--- src/hw/cw_decoder_pkg.sv ---
// shared constants, state type and register map of the control word decoder
package cw_decoder_pkg;
  localparam logic [7:0]  ADDR_CTRL_WORD   = 8'h00;
  localparam logic [7:0]  ADDR_REFERENCE   = 8'h04;
  localparam logic [7:0]  ADDR_CONFIG      = 8'h08;
  localparam logic [7:0]  ADDR_QSTOP_TIME  = 8'h0C;
  localparam logic [7:0]  ADDR_STATUS      = 8'h10;
  localparam logic [7:0]  ADDR_INTERNAL    = 8'h14;
  localparam logic [2:0]  PROFILE_CONVERT  = 3'h0;
  localparam logic [2:0]  PROFILE_PASS     = 3'h5;
  localparam int          CFG_PROFILE_LSB  = 0;
  localparam int          CFG_RUN_SRC      = 4;
  localparam int          CFG_RAMP_IN_SRC  = 5;
  localparam int          CFG_RESET_SRC    = 6;
  localparam int          CFG_JOG_SRC      = 7;
  localparam int          CFG_LOC_SRC      = 8;
  localparam logic [31:0] CONFIG_RESET     = 32'h000001F0;
  localparam logic [15:0] QSTOP_TIME_RESET = 16'h03E8;
  localparam int          CW_RAMP_STOP_N   = 0;
  localparam int          CW_COAST_STOP_N  = 1;
  localparam int          CW_QUICK_STOP_N  = 2;
  localparam int          CW_ENABLE_OP     = 3;
  localparam int          CW_RAMP_OUT_N    = 4;
  localparam int          CW_RAMP_HOLD_N   = 5;
  localparam int          CW_RAMP_IN_N     = 6;
  localparam int          CW_FAULT_RESET   = 7;
  localparam int          CW_JOG_ONE       = 8;
  localparam int          CW_JOG_TWO       = 9;
  localparam int          CW_FB_CONTROL    = 10;
  localparam int          CW_LOCATION      = 11;
  localparam int          CW_USER_LSB      = 12;
  localparam int          CLK_HZ           = 50_000_000;
  localparam int          MS_PER_S         = 1000;
  localparam int          MS_CYCLES        = CLK_HZ / MS_PER_S;
  typedef enum logic [3:0] {
    switch_on_blocked, ready_switch_on, ready_operate, op_inhibited, op_enabled,
    ramp_stop_active, coast_stop_active, quick_stop_active, fault_state
  } drive_state_e;
endpackage

--- src/hw/cw_regs_if.sv ---
// register carrier between the bus slave and the decoder core
`timescale 1ns/1ns
interface cw_regs_if;
  logic        cw_strobe;
  logic [31:0] control_word;
  logic [31:0] reference;
  logic [31:0] config_word;
  logic [15:0] qstop_ms;
  logic [31:0] status;
  logic [31:0] internal_word;
  modport regs (output cw_strobe, control_word, reference, config_word, qstop_ms,
                input status, internal_word);
  modport core (input cw_strobe, control_word, reference, config_word, qstop_ms,
                output status, internal_word);
endinterface

--- src/hw/cw_apb_regs.sv ---
// apb slave holding the control word, reference and configuration
`timescale 1ns/1ns
module cw_apb_regs
  import cw_decoder_pkg::*;
(
  // clock and reset
  input  wire logic        pclk,
  input  wire logic        presetn,
  input  wire logic        ce,
  // apb
  input  wire logic        psel,
  input  wire logic        penable,
  input  wire logic        pwrite,
  input  wire logic [7:0]  paddr,
  input  wire logic [31:0] pwdata,
  output logic      [31:0] prdata,
  output logic             pready,
  output logic             pslverr,
  // core side
  cw_regs_if.regs          rif
);
  logic mapped;
  logic wr_ok;

  assign mapped = paddr inside {ADDR_CTRL_WORD, ADDR_REFERENCE, ADDR_CONFIG,
                                ADDR_QSTOP_TIME, ADDR_STATUS, ADDR_INTERNAL};
  // a frozen block must not complete transfers it cannot act on
  assign pready  = ce;
  assign pslverr = psel & penable & ~mapped;
  assign wr_ok   = ce & psel & penable & pwrite;

  always_ff @(posedge pclk or negedge presetn) begin
    if (!presetn) begin
      rif.control_word <= 32'h00000000;
      rif.reference    <= 32'h00000000;
      rif.config_word  <= CONFIG_RESET;
      rif.qstop_ms     <= QSTOP_TIME_RESET;
      rif.cw_strobe    <= 1'b0;
    end else if (ce) begin
      rif.cw_strobe <= 1'b0;
      if (wr_ok && paddr == ADDR_CTRL_WORD) begin
        rif.control_word <= pwdata;
        rif.cw_strobe    <= 1'b1;
      end
      if (wr_ok && paddr == ADDR_REFERENCE) rif.reference <= pwdata;
      if (wr_ok && paddr == ADDR_QSTOP_TIME) rif.qstop_ms <= pwdata[15:0];
      if (wr_ok && paddr == ADDR_CONFIG) begin
        if (pwdata[CFG_PROFILE_LSB +: 3] inside {PROFILE_CONVERT, PROFILE_PASS})
          rif.config_word <= pwdata;
        else
          rif.config_word <= {pwdata[31:3], rif.config_word[2:0]};
      end
    end
  end

  always_ff @(posedge pclk or negedge presetn) begin
    if (!presetn) begin
      prdata <= 32'h00000000;
    end else if (ce && psel && !penable) begin
      case (paddr)
        ADDR_CTRL_WORD:  prdata <= rif.control_word;
        ADDR_REFERENCE:  prdata <= rif.reference;
        ADDR_CONFIG:     prdata <= rif.config_word;
        ADDR_QSTOP_TIME: prdata <= {16'h0000, rif.qstop_ms};
        ADDR_STATUS:     prdata <= rif.status;
        ADDR_INTERNAL:   prdata <= rif.internal_word;
        default:         prdata <= 32'h00000000;
      endcase
    end
  end
endmodule

--- src/hw/cw_stop_timer.sv ---
// millisecond countdown bounding the quick stop
`timescale 1ns/1ns
module cw_stop_timer #(
  parameter int MS_CYCLES = 50000
) (
  // clock and reset
  input  wire logic        pclk,
  input  wire logic        presetn,
  input  wire logic        ce,
  // control
  input  wire logic        start,
  input  wire logic        clear,
  input  wire logic [15:0] time_ms,
  output logic             expired
);
  localparam int PW = $clog2(MS_CYCLES + 1);
  localparam logic [PW-1:0] PRE_LAST = PW'(MS_CYCLES - 1);
  logic [PW-1:0] pre;
  logic [15:0]   ms_left;
  logic          running;

  always_ff @(posedge pclk or negedge presetn) begin
    if (!presetn) begin
      pre     <= '0;
      ms_left <= 16'h0000;
      running <= 1'b0;
      expired <= 1'b0;
    end else if (ce) begin
      // start beats clear: it arrives while the state is not yet quick stop
      if (start) begin
        pre     <= '0;
        ms_left <= time_ms;
        running <= 1'b1;
        expired <= 1'b0;
      end else if (clear) begin
        running <= 1'b0;
        expired <= 1'b0;
      end else if (running && pre == PRE_LAST) begin
        pre <= '0;
        if (ms_left == 16'h0000) begin
          running <= 1'b0;
          expired <= 1'b1;
        end else begin
          ms_left <= ms_left - 16'h0001;
        end
      end else if (running) begin
        pre <= pre + PW'(1);
      end
    end
  end
endmodule

--- src/hw/fieldbus_control_word_decoder.sv ---
// control word decoder: apb registers, word latch, request decode, drive state
`timescale 1ns/1ns
module fieldbus_control_word_decoder
  import cw_decoder_pkg::*;
#(
  parameter int MS_CYCLES_P = MS_CYCLES
) (
  // clock, reset, enable
  input  wire logic        pclk,
  input  wire logic        presetn,
  input  wire logic        ce,
  // apb slave
  input  wire logic        psel,
  input  wire logic        penable,
  input  wire logic        pwrite,
  input  wire logic [7:0]  paddr,
  input  wire logic [31:0] pwdata,
  output logic      [31:0] prdata,
  output logic             pready,
  output logic             pslverr,
  // drive feedback
  input  wire logic        fault_active,
  input  wire logic        motor_stopped,
  input  wire logic        run_enable_in,
  input  wire logic        local_location_two,
  // drive state
  output logic      [3:0]  state_code,
  output logic             operation_on,
  output logic             ramp_stop_active_o,
  output logic             coast_stop_active_o,
  output logic             quick_stop_active_o,
  output logic             switch_on_blocked_o,
  // ramp generator requests
  output logic             ramp_out_zero,
  output logic             ramp_hold,
  output logic             ramp_in_zero,
  output logic             ramp_lock,
  // other requests
  output logic             run_enable,
  output logic             fault_clear,
  output logic             jog_one,
  output logic             jog_two,
  output logic             location_select,
  output logic      [3:0]  user_bits,
  // converted words
  output logic             pass_through_profile,
  output logic      [31:0] internal_word,
  output logic      [31:0] reference_out
);
  cw_regs_if rif ();

  drive_state_e state;
  drive_state_e next_state;
  logic [31:0]  eff_cw;
  logic         prev_reset_bit;
  logic         reset_edge;
  logic         qs_start;
  logic         qs_expired;
  logic         fb_run;
  logic         fb_ramp_in;
  logic         fb_reset;
  logic         fb_jog;
  logic         fb_loc;
  logic         in_pass;
  logic         run_en_now;
  logic [31:0]  new_cw;

  cw_apb_regs u_regs (
    .pclk    (pclk),
    .presetn (presetn),
    .ce      (ce),
    .psel    (psel),
    .penable (penable),
    .pwrite  (pwrite),
    .paddr   (paddr),
    .pwdata  (pwdata),
    .prdata  (prdata),
    .pready  (pready),
    .pslverr (pslverr),
    .rif     (rif)
  );

  cw_stop_timer #(
    .MS_CYCLES (MS_CYCLES_P)
  ) u_qs_timer (
    .pclk    (pclk),
    .presetn (presetn),
    .ce      (ce),
    .start   (qs_start),
    .clear   (state != quick_stop_active),
    .time_ms (rif.qstop_ms),
    .expired (qs_expired)
  );

  assign new_cw     = rif.control_word;
  assign fb_run     = rif.config_word[CFG_RUN_SRC];
  assign fb_ramp_in = rif.config_word[CFG_RAMP_IN_SRC];
  assign fb_reset   = rif.config_word[CFG_RESET_SRC];
  assign fb_jog     = rif.config_word[CFG_JOG_SRC];
  assign fb_loc     = rif.config_word[CFG_LOC_SRC];
  assign in_pass    = rif.config_word[CFG_PROFILE_LSB +: 3] == PROFILE_PASS;
  assign run_en_now = fb_run ? eff_cw[CW_ENABLE_OP] : run_enable_in;

  // word latch: each new word is judged once, when it arrives
  always_ff @(posedge pclk or negedge presetn) begin
    if (!presetn) begin
      eff_cw         <= 32'h00000000;
      reference_out  <= 32'h00000000;
      ramp_lock      <= 1'b1;
      prev_reset_bit <= 1'b0;
      reset_edge     <= 1'b0;
    end else if (ce) begin
      reset_edge <= 1'b0;
      if (rif.cw_strobe && !in_pass) begin
        prev_reset_bit <= new_cw[CW_FAULT_RESET];
        if (new_cw[CW_FB_CONTROL]) begin
          eff_cw        <= new_cw;
          reference_out <= rif.reference;
          ramp_lock     <= 1'b0;
          reset_edge    <= fb_reset & new_cw[CW_FAULT_RESET] & ~prev_reset_bit;
        end else if (new_cw == 32'h00000000 && rif.reference == 32'h00000000) begin
          ramp_lock <= 1'b1;
        end
      end else if (rif.cw_strobe) begin
        reference_out <= rif.reference;
      end
    end
  end

  // internal word: native packing or raw copy
  always_ff @(posedge pclk or negedge presetn) begin
    if (!presetn) begin
      internal_word        <= 32'h00000000;
      pass_through_profile <= 1'b0;
    end else if (ce) begin
      pass_through_profile <= in_pass;
      if (in_pass) begin
        if (rif.cw_strobe) internal_word <= {16'h0000, new_cw[15:0]};
      end else begin
        internal_word <= {15'h0000, ramp_lock, user_bits, run_enable, location_select,
                          jog_two, jog_one, fault_clear, ramp_in_zero, ramp_hold,
                          ramp_out_zero, quick_stop_active_o, coast_stop_active_o,
                          ramp_stop_active_o, operation_on};
      end
    end
  end

  // ramp generator and auxiliary requests
  always_ff @(posedge pclk or negedge presetn) begin
    if (!presetn) begin
      ramp_out_zero   <= 1'b1;
      ramp_hold       <= 1'b1;
      ramp_in_zero    <= 1'b1;
      run_enable      <= 1'b0;
      jog_one         <= 1'b0;
      jog_two         <= 1'b0;
      location_select <= 1'b0;
      user_bits       <= 4'h0;
    end else if (ce) begin
      ramp_out_zero   <= ~eff_cw[CW_RAMP_OUT_N] | ramp_lock;
      ramp_hold       <= ~eff_cw[CW_RAMP_HOLD_N] | ramp_lock;
      ramp_in_zero    <= fb_ramp_in & ~eff_cw[CW_RAMP_IN_N];
      run_enable      <= run_en_now;
      jog_one         <= fb_jog & eff_cw[CW_JOG_ONE];
      jog_two         <= fb_jog & eff_cw[CW_JOG_TWO];
      location_select <= fb_loc ? eff_cw[CW_LOCATION] : local_location_two;
      user_bits       <= eff_cw[CW_USER_LSB +: 4];
    end
  end

  // fault clear is a one-cycle request to the drive's fault logic
  always_ff @(posedge pclk or negedge presetn) begin
    if (!presetn) begin
      fault_clear <= 1'b0;
    end else if (ce) begin
      fault_clear <= reset_edge & (state == fault_state);
    end
  end

  // stop interlocks take priority over the run sequence
  always_comb begin
    next_state = state;
    qs_start   = 1'b0;
    case (state)
      switch_on_blocked: begin
        if (!eff_cw[CW_RAMP_STOP_N] && eff_cw[CW_COAST_STOP_N] && eff_cw[CW_QUICK_STOP_N])
          next_state = ready_switch_on;
      end
      ready_switch_on: begin
        if (eff_cw[CW_RAMP_STOP_N])
          next_state = ready_operate;
      end
      ready_operate, op_inhibited: begin
        if (eff_cw[CW_ENABLE_OP] && run_en_now)
          next_state = op_enabled;
        else if (!eff_cw[CW_RAMP_STOP_N])
          next_state = ready_switch_on;
      end
      op_enabled: begin
        if (!eff_cw[CW_RAMP_STOP_N])
          next_state = ramp_stop_active;
        else if (!eff_cw[CW_ENABLE_OP] || !run_en_now)
          next_state = op_inhibited;
      end
      ramp_stop_active: begin
        if (motor_stopped)
          next_state = ready_switch_on;
      end
      coast_stop_active: begin
        if (motor_stopped)
          next_state = switch_on_blocked;
      end
      quick_stop_active: begin
        if (motor_stopped || qs_expired)
          next_state = switch_on_blocked;
      end
      fault_state: begin
        if (reset_edge && !fault_active)
          next_state = switch_on_blocked;
      end
      default: next_state = switch_on_blocked;
    endcase
    if (state != fault_state && state != switch_on_blocked) begin
      if (!eff_cw[CW_COAST_STOP_N]) begin
        next_state = (state == coast_stop_active) ? next_state : coast_stop_active;
      end else if (!eff_cw[CW_QUICK_STOP_N] && state != quick_stop_active
                   && state != coast_stop_active) begin
        next_state = (state == op_enabled || state == ramp_stop_active) ?
                     quick_stop_active : switch_on_blocked;
        qs_start   = next_state == quick_stop_active;
      end
    end
    if (fault_active && state != fault_state)
      next_state = fault_state;
    if (next_state != quick_stop_active)
      qs_start = 1'b0;
  end

  always_ff @(posedge pclk or negedge presetn) begin
    if (!presetn) state <= switch_on_blocked;
    else if (ce)  state <= next_state;
  end

  always_ff @(posedge pclk or negedge presetn) begin
    if (!presetn) begin
      state_code          <= 4'h0;
      operation_on        <= 1'b0;
      ramp_stop_active_o  <= 1'b0;
      coast_stop_active_o <= 1'b0;
      quick_stop_active_o <= 1'b0;
      switch_on_blocked_o <= 1'b1;
    end else if (ce) begin
      state_code          <= 4'(next_state);
      operation_on        <= next_state == op_enabled;
      ramp_stop_active_o  <= next_state == ramp_stop_active;
      coast_stop_active_o <= next_state == coast_stop_active;
      quick_stop_active_o <= next_state == quick_stop_active;
      switch_on_blocked_o <= next_state == switch_on_blocked;
    end
  end

  // readable state for software
  assign rif.status = {15'h0000, in_pass, fault_active, ramp_lock, eff_cw[CW_FB_CONTROL],
                       run_en_now, quick_stop_active_o, coast_stop_active_o,
                       ramp_stop_active_o, switch_on_blocked_o, operation_on,
                       fault_clear, 2'b00, state_code};
  assign rif.internal_word = internal_word;
endmodule

--- config.mk ---
export PLATFORM = sky130hd
export DESIGN_NAME = fieldbus_control_word_decoder
export DESIGN_NICKNAME = d
export VERILOG_FILES = /design/src/hw/cw_decoder_pkg.sv /design/src/hw/cw_regs_if.sv /design/src/hw/cw_apb_regs.sv /design/src/hw/cw_stop_timer.sv /design/src/hw/fieldbus_control_word_decoder.sv
export SDC_FILE = /design/constraint.sdc
export NUM_CORES = 1
export LEC_CHECK = 0
export BUFFER_PORTS_ARGS = -buffer_cell sky130_fd_sc_hd__buf_2
export CAP_MARGIN = 0
export CORE_UTILIZATION = 35
export DETAILED_ROUTE_END_ITERATION = 6
export HOLD_SLACK_MARGIN = 0.03
export PLACE_DENSITY = 0.62
export SYNTH_ARGS = -nofsm -noshare
export SYNTH_HDL_FRONTEND = slang
export SYNTH_SLANG_ARGS = --single-unit
--- constraint.sdc ---
create_clock -name pclk -period 2.4 [get_ports pclk]
set_input_delay 0.24 -clock pclk [delete_from_list [all_inputs] [get_ports pclk]]
set_output_delay 0.24 -clock pclk [all_outputs]
set_load 0.02 [all_outputs]
==> Implementation_results.wiki, run 1 <==
{| class="wikitable"
! Metric !! Value
|-
| Outcome || finished, violations left
|-
| Violations in the final reports || DRC
|-
| Category of cells accounting for the largest share of critical-path delay || simple AND/OR/NAND/NOR gates
|-
| Portion of total power attributed to sequential cells || a little under half
|-
| Depth of the worst register-to-register path || 5
|-
| Launching point of the worst reg2reg path || state_code[3]$_DFFE_PN0P_
|-
| DRC Markers || 10
|-
| I/O pin count || between 150 and 200
|-
| Number of DRC markers in iteration 0 || around 890
|-
| Final Hold Violating Endpoints || 0
|-
| Via density || 5.55
|-
| PD cells || around 680 nW/µm²
|-
| Clock network latency to the later pin of the worst-skew pair || ~0.54 ns
|-
| Die Area || 37300 µm²
|-
| Routed length on met1 || about 17 mm
|-
| Max frequency || 446 MHz
|-
| Post-CTS setup-driven buffer insertion count || 0
|-
| Final std cell area, no fill || 15600 µm²
|-
| Crit path arrival time || 2.68 ns
|-
| Time the final worst path needs with I/O delays and setup || approximately 2.2 ns
|-
| TritonCTS clock tree || built
|-
| Required time of the critical path || about 2.8 ns
|-
| Wire length on met3 || about 2.4 mm
|-
| Leakage power total || roughly 0.0075 µW
|-
| Clock-pin slew of the registers on the worst-case setup and hold paths || 0.06 ns
|-
| Antenna violations before repair || 4
|-
| Hold WC Path Type || input pin to flip-flop
|-
| Number of cells traversed by the worst hold path || 2
|-
| Storage element area || about 6700 µm²
|-
| Max-capacitance violation count || 0
|-
| Buffers on Ports || 155
|-
| Synth Instances || approximately 1100
|-
| Maximum number of pins on one net before global-route repair || about 70
|-
| Number of global-route vias before repair || 9971
|-
| Net count of the finished layout || between 1000 and 1500
|-
| Slew at the pin with the worst max-slew slack || ~0.99 ns
|-
| Deepest clock path buffer count || 3
|-
| Post-DP HPWL || approximately 26 mm
|-
| Post-Route Skew || 0.0151 ns
|-
| Number of sinks on the clock net || 268
|-
| Setup-violating endpoint count in the final report || 0
|-
| Total congestion overflow after global routing || 0
|-
| Detailed-routed wire length on met2 || around 18 mm
|-
| Core region area || ~36000 µm²
|-
| Part of the total power dissipated in the clock network || a little over two fifths
|-
| Proportion of layout cells with a drive suffix above 1 || a little over a third
|-
| Share of the clock period used by the worst path || between 90 and 100%
|-
| Maximum vdd ir drop || ~0.54 mV
|-
| Setup slack of the worst register-to-register path || 0.16 ns
|-
| Worst-case headroom to the max-slew limit || between 30% and 40%
|-
| Instance area after placement || approximately 14000 µm²
|-
| Root Buffer Master || sky130_fd_sc_hd__clkbuf_16
|-
| Synthesized cell area || about 13000 µm²
|-
| Fin util || 43.6%
|-
| Most common library cell in the layout ignoring fill and taps || sky130_fd_sc_hd__dfrtp_1
|-
| Portion of the post-synthesis area used by sequential elements || around 53%
|-
| Cell with the largest stage delay on the worst path || sky130_fd_sc_hd__dfrtp_1
|-
| Internal power of the cells || around 7800 µW
|-
| Worst Min Path Start || pwdata[1]
|-
| Total design power || between 10000 and 15000 µW
|-
| Average instance area after synthesis || 11.7 µm²
|-
| Chip Height || just under 200 µm
|-
| Combined global-route utilization of all metal layers || 20.2%
|-
| Total Negative Setup Slacks || 0 ns
|-
| Number of buffers and inverters on the critical path || 0
|-
| Fraction of registers with async set or reset after synthesis || 100%
|-
| Cells along the critical path || or4b_4, a32oi_1, nand2_1, or4_1, o32ai_1
|-
| Worst setup EP type || flip-flop
|-
| Count of antenna-violating nets left after detailed routing || 0
|-
| Synth warnings || 0
|-
| Combinational share of power || approximately an eighth
|-
| Pre-antenna DRT Iters || 7
|-
| Highest routed metal layer || met5
|-
| Slowest stage delay, CP || about 0.56 ns
|-
| Area of combinational cells with multiple inputs || 5610 µm²
|-
| Final Max Slew Viols || 0
|-
| Die width || between 150 and 200 µm
|-
| Via count || a little under 10000
|-
| Endpoint of the lowest-slack register-to-register path || quick_stop_active_o$_DFFE_PN0P_
|-
| Number of H-tree levels || 1
|-
| Worst-path maximum fanout || 7
|-
| Most used cells in the layout excluding fill and tap cells || sky130_fd_sc_hd__dfrtp_1 (251), sky130_fd_sc_hd__mux2_2 (159), sky130_fd_sc_hd__buf_2 (154)
|-
| Net Sw Power || approximately 2900 µW
|-
| Sink of the worst hold path || u_regs.rif.config_word[1]$_DFFE_PN0P_
|-
| Top FF cell, synth || sky130_fd_sc_hd__dfrtp_1
|-
| Flops & latches, synth || roughly 270
|-
| Kind of launch point of the worst setup path || flip-flop
|-
| Rows || between 60 and 70
|-
| EDFF count, synth || 0
|-
| Layout fillers || between 3000 and 4000
|-
| Post-Route WL || 37.3 mm
|-
| GPL Wtd Cong || approximately 0.84
|-
| Effective utilization at floorplan || 35.8%
|-
| Area overhead of the layout relative to synthesis || 21.7%
|-
| Distinct cells, synth || 75
|-
| Global-route wire length before repair || 58.0 mm
|-
| Cts bufs inserted || 29
|-
| Proportion of total power due to net switching || 27.2%
|-
| RSZ-0062 raised after global routing || no
|-
| Kind of critical path || flip-flop to flip-flop
|-
| Avg WL per Cell || between 20 and 25 µm
|}
how the worst max path moves through the flow:
| stage | startpoint | endpoint | slack (ns) | depth (start not counted) |
|---|---|---|---|---|
| after floorplan | state_code[1]$_DFFE_PN0P_ | u_qs_timer.ms_left[11]$_DFFE_PN0P_ | 0.27 | 7 |
| after global placement | paddr[5] | u_regs.prdata[6]$_DFFE_PN0P_ | 0.19 | 8 |
| after detailed placement | paddr[5] | u_regs.prdata[8]$_DFFE_PN0P_ | 0.14 | 8 |
| after CTS | u_qs_timer.ms_left[0]$_DFFE_PN0P_ | u_qs_timer.ms_left[3]$_DFFE_PN0P_ | 0.17 | 7 |
| after global routing | u_qs_timer.ms_left[0]$_DFFE_PN0P_ | u_qs_timer.ms_left[0]$_DFFE_PN0P_ | 0.02 | 7 |
| final | state_code[3]$_DFFE_PN0P_ | quick_stop_active_o$_DFFE_PN0P_ | 0.16 | 5 |
cells in the mapped netlist (all sizes together) (6+ instances only):
library cell,number,area [µm²]
dfrtp,252,6310
mux2,163,1840
nand2,91,344
o21ai,65,325
buf,51,334
mux2i,48,480
a22o,34,298
a21oi,32,160
clkbuf,31,116
nor2,29,114
nor4,29,239
inv,22,82.6
nor3,18,101
o2bb2ai,18,158
a22oi,16,120
dfstp,16,420
nand3,16,80.1
o22ai,15,93.8
a221o,14,140
nand4,12,81.3
nand2b,9,56.3
nor2b,8,50.1
or4,7,52.6
o31ai,6,45.0
xor2,6,52.6
cell type report:
class / instances / share of cell area (%)
Timing Repair Buffer: 242 / 10.4
Sequential cell: 268 / 43.2
Tap cell: 461 / 3.70
Antenna cell: 2 / 0.0321
Inverter: 22 / 0.530
Multi-Input combinational cell: 732 / 36.1
Clock inverter: 12 / 0.836
Clock buffer: 38 / 5.26
timing repair:
action	in CTS	in global routing
hold endpoints to repair	306	0
gates resized for setup	0	3
hold buffers	30	0
setup endpoints to repair	0	6
power groups by stage:
| stage | clock, µW | combinational, µW | sequential [µW] |
|---|---|---|---|
| floorplan | 0 | 650 | 4990 |
| global placement | 0 | 1260 | 4980 |
| detailed placement | 0 | 1270 | 4970 |
| CTS | 4540 | 1320 | 4890 |
| global route | 4700 | 1440 | 4920 |
| finish | 4440 | 1320 | 4900 |
flip-flops by register name, summed over array words and instances, names as in the netlist, 4 cells and up:
name,cells
state_code,4
u_regs.prdata,32
eff_cw,15
internal_word,17
u_regs.rif.reference,32
reference_out,32
u_regs.rif.config_word,32
u_regs.rif.qstop_ms,16
u_qs_timer.pre,16
user_bits,4
u_qs_timer.ms_left,16
u_regs.rif.control_word,32
kinds of logic (layout without fill, tap and decap cells):
| family | count (synthesis) | in the layout | synth area share (%) |
|---|---|---|---|
| xor gates and xnor gates | 6 | 6 | 0.411 |
| muxes | 211 | 211 | 18.1 |
| other | 1 | 17 | 0.0293 |
| buffers and inverters | 104 | 314 | 4.17 |
| DFF | 268 | 268 | 52.6 |
| and+or+nand+nor | 245 | 245 | 10.6 |
| adders and majority gates | 2 | 2 | 0.196 |
| AOI/OAI and AO/OA | 253 | 253 | 13.9 |
metrics by stage:
step           hold WS [ns]  instances  setup slack (ns)
5_1_grt              0.0400       1776            0.0181
3_5_place_dp          0.110       1695             0.140
3_3_place_gp          0.107       1695             0.193
2_1_floorplan       -0.0556       1104             0.270
6_report             0.0586       1777             0.158
4_1_cts              0.0348       1775             0.168
layer usage:
metal / up-vias / GRT usage, %
li1: 4467 / -
met1: 5022 / 27.5
met2: 323 / 32.8
met3: 49 / 4.25
met4: 2 / 4.96
met5: - / 0
Power figures use the tool's default switching activity.
==> run 2, diff against run 1 <==
==> constraint.sdc (replaced) <==
create_clock -name pclk -period 2.4 [get_ports pclk]
set_input_delay 0.12 -clock pclk [delete_from_list [all_inputs] [get_ports pclk]]
set_output_delay 0.12 -clock pclk [all_outputs]
set_load 0.02 [all_outputs]
==> run 2 against run 1 <==
  * Highest routed layer unchanged
  * Critical path type unchanged
  * The flow still finishes with violations (DRC)
  * Design area rose by 0.56%
  * Worst hold slack improved by 0.040 ns
  * Combinational power barely moved
  * Power rose by 0.13%
==> Implementation_results.wiki, run 2 (synthesis results as in run 1) <==
{| class="wikitable"
! Metric !! Value
|-
| Outcome || finished, violations left
|-
| Violations in the final reports || DRC
|-
| Kind of critical path || flip-flop to flip-flop
|-
| Number of sinks on the clock net || 268
|-
| Area of combinational cells with multiple inputs || 5610 µm²
|-
| Antenna violations before repair || 2
|-
| PD cells || ~700 nW/µm²
|-
| Final instance count without filler cells || 1791
|-
| Time the final worst path needs with I/O delays and setup || between 2 and 2.5 ns
|-
| Worst hold slack || 0.0988 ns
|-
| Instance count after placement with tap cells included || ~1700
|-
| Layout fillers || 3392
|-
| Setup-violating endpoint count in the final report || 0
|-
| Hold WC Path Type || input pin to async pin
|-
| Core region area || ~36000 µm²
|-
| Area overhead of the layout relative to synthesis || 22.4%
|-
| Post-CTS setup-driven buffer insertion count || 0
|-
| Worst-case headroom to the max-slew limit || between 30% and 40%
|-
| Depth of the worst register-to-register path || 5
|-
| Effective utilization at floorplan || a little over a third
|-
| Most used cells in the layout excluding fill and tap cells || sky130_fd_sc_hd__dfrtp_1 (252), sky130_fd_sc_hd__mux2_2 (159), sky130_fd_sc_hd__buf_2 (154)
|-
| Total design power || between 10000 and 15000 µW
|-
| Die Area || roughly 37000 µm²
|-
| Most common library cell in the layout ignoring fill and taps || sky130_fd_sc_hd__dfrtp_1
|-
| Rows || 69
|-
| Slew at the pin with the worst max-slew slack || 0.909 ns
|-
| Root Buffer Master || sky130_fd_sc_hd__clkbuf_16
|-
| I/O pin count || around 170
|-
| Cts bufs inserted || 30
|-
| Chip Height || 193 µm
|-
| RSZ-0062 raised after global routing || no
|-
| Number of DRC markers in iteration 0 || around 550
|-
| Crit path arrival time || 2.64 ns
|-
| Total Negative Setup Slacks || 0 ns
|-
| Via count || 9875
|-
| Fin util || a little over two fifths
|-
| Kind of launch point of the worst setup path || flip-flop
|-
| Maximum number of pins on one net before global-route repair || 78
|-
| Total congestion overflow after global routing || 0
|-
| Maximum vdd ir drop || a little over 0.6 mV
|-
| GPL Wtd Cong || between 0.8 and 0.9
|-
| Pre-antenna DRT Iters || 7
|-
| Net count of the finished layout || 1357
|-
| Deepest clock path buffer count || 3
|-
| Final Hold Violating Endpoints || 0
|-
| Number of global-route vias before repair || between 9000 and 10000
|-
| TritonCTS clock tree || built
|-
| Via density || roughly 5.5
|-
| Number of H-tree levels || 1
|-
| Buffers on Ports || roughly 160
|-
| Avg WL per Cell || between 20 and 25 µm
|-
| Post-DP HPWL || 26.8 mm
|-
| Storage element area || a little under 7000 µm²
|-
| DRC Markers || 10
|-
| Combined global-route utilization of all metal layers || between 20% and 30%
|-
| Die width || approximately 190 µm
|-
| Share of the clock period used by the worst path || between 90% and 100%
|-
| Global-route wire length before repair || between 50 and 60 mm
|-
| Proportion of layout cells with a drive suffix above 1 || approximately a third
|-
| Leakage power total || roughly 0.0075 µW
|-
| Worst-path maximum fanout || 5
|-
| Required time of the critical path || around 2.8 ns
|-
| Max-capacitance violation count || 0
|-
| Worst setup EP type || flip-flop
|-
| Post-Route Skew || 0.0570 ns
|-
| Final Max Slew Viols || 0
|-
| Clock-pin slew of the registers on the worst-case setup and hold paths || around 0.06 ns
|-
| Post-Route WL || around 38 mm
|-
| Clock network latency to the later pin of the worst-skew pair || ~0.6 ns
|-
| Max frequency || around 450 MHz
|-
| Count of antenna-violating nets left after detailed routing || 0
|}
## run 2: cell types whose count changed in the layout (fill, tap and decap cells not counted), moves of 2 or more
cell | before | now
sky130_fd_sc_hd__clkbuf_1 | 3 | 11
sky130_fd_sc_hd__clkinv_2 | 3 | 5
sky130_fd_sc_hd__bufinv_16 | 2 | 0
sky130_fd_sc_hd__clkinvlp_4 | 5 | 0
sky130_fd_sc_hd__dlygate4sd3_1 | 30 | 38
sky130_fd_sc_hd__buf_4 | 49 | 51
sky130_fd_sc_hd__clkbuf_8 | 6 | 8
## run 2: path summary, 6_finish.rpt
path	startpoint	slack (ns)	endpoint
min in group pclk	ce	0.13	operation_on$_DFFE_PN0P_
max in group asynchronous	presetn	1.46	ramp_lock$_DFFE_PN1P_
worst max-delay path	u_regs.rif.config_word[4]$_DFFE_PN1P_	0.19	coast_stop_active_o$_DFFE_PN0P_
worst min register to register	eff_cw[6]$_DFFE_PN0P_	0.41	ramp_in_zero$_DFFE_PN1P_
worst max register to register	u_regs.rif.config_word[4]$_DFFE_PN1P_	0.19	coast_stop_active_o$_DFFE_PN0P_
worst min-delay path	presetn	0.1	u_regs.rif.reference[3]$_DFFE_PN0P_
## run 2: critical path, cell delays in order, from the launching register on
cell                       delay [ns]
sky130_fd_sc_hd__dfstp_2         0.59
sky130_fd_sc_hd__o21a_1          0.29
sky130_fd_sc_hd__a31oi_1         0.14
sky130_fd_sc_hd__a311oi_1        0.52
sky130_fd_sc_hd__nor3b_1         0.14
sky130_fd_sc_hd__o41ai_1         0.37
## run 2: metrics by stage
step                area (µm²)  setup slack, ns
finish                   15700            0.188
floorplan                12800            0.270
global route             15700           0.0108
detailed placement       14300            0.146
global placement         14300            0.222
CTS                      15600            0.161
## run 2: layout make-up
cell class              count  share of cell area [%]
repair buffers            251                    10.8
clock inverters             7                   0.408
diodes                      1                  0.0160
well taps                 461                    3.68
inverters                  22                   0.527
flip-flops and latches    268                    43.0
multi-input cells         732                    35.9
clock buffers              49                    5.76
## run 2: repair_timing
| action | in CTS | in global routing |
|---|---|---|
| gates resized for setup | 0 | 2 |
| setup endpoints to repair | 0 | 1 |
| hold endpoints to repair | 292 | 0 |
| hold buffers | 38 | 0 |
## run 2: per-layer routing
metal | wire [µm] | track usage (%) | up-vias
li1 | - | - | 4483
met1 | 16600 | 28.2 | 5011
met2 | 17500 | 32.0 | 317
met3 | 2450 | 3.98 | 62
met4 | 1090 | 6.46 | 2
met5 | 11 | 0 | -
## run 2: power by group
part / switching [µW] / leakage (µW) / internal, µW / total [µW]
clock network: 1890 / 0.000475 / 2560 / 4450
registers: 213 / 0.00362 / 4660 / 4870
logic: 843 / 0.00345 / 500 / 1340
total: 2940 / 0.00754 / 7720 / 10700
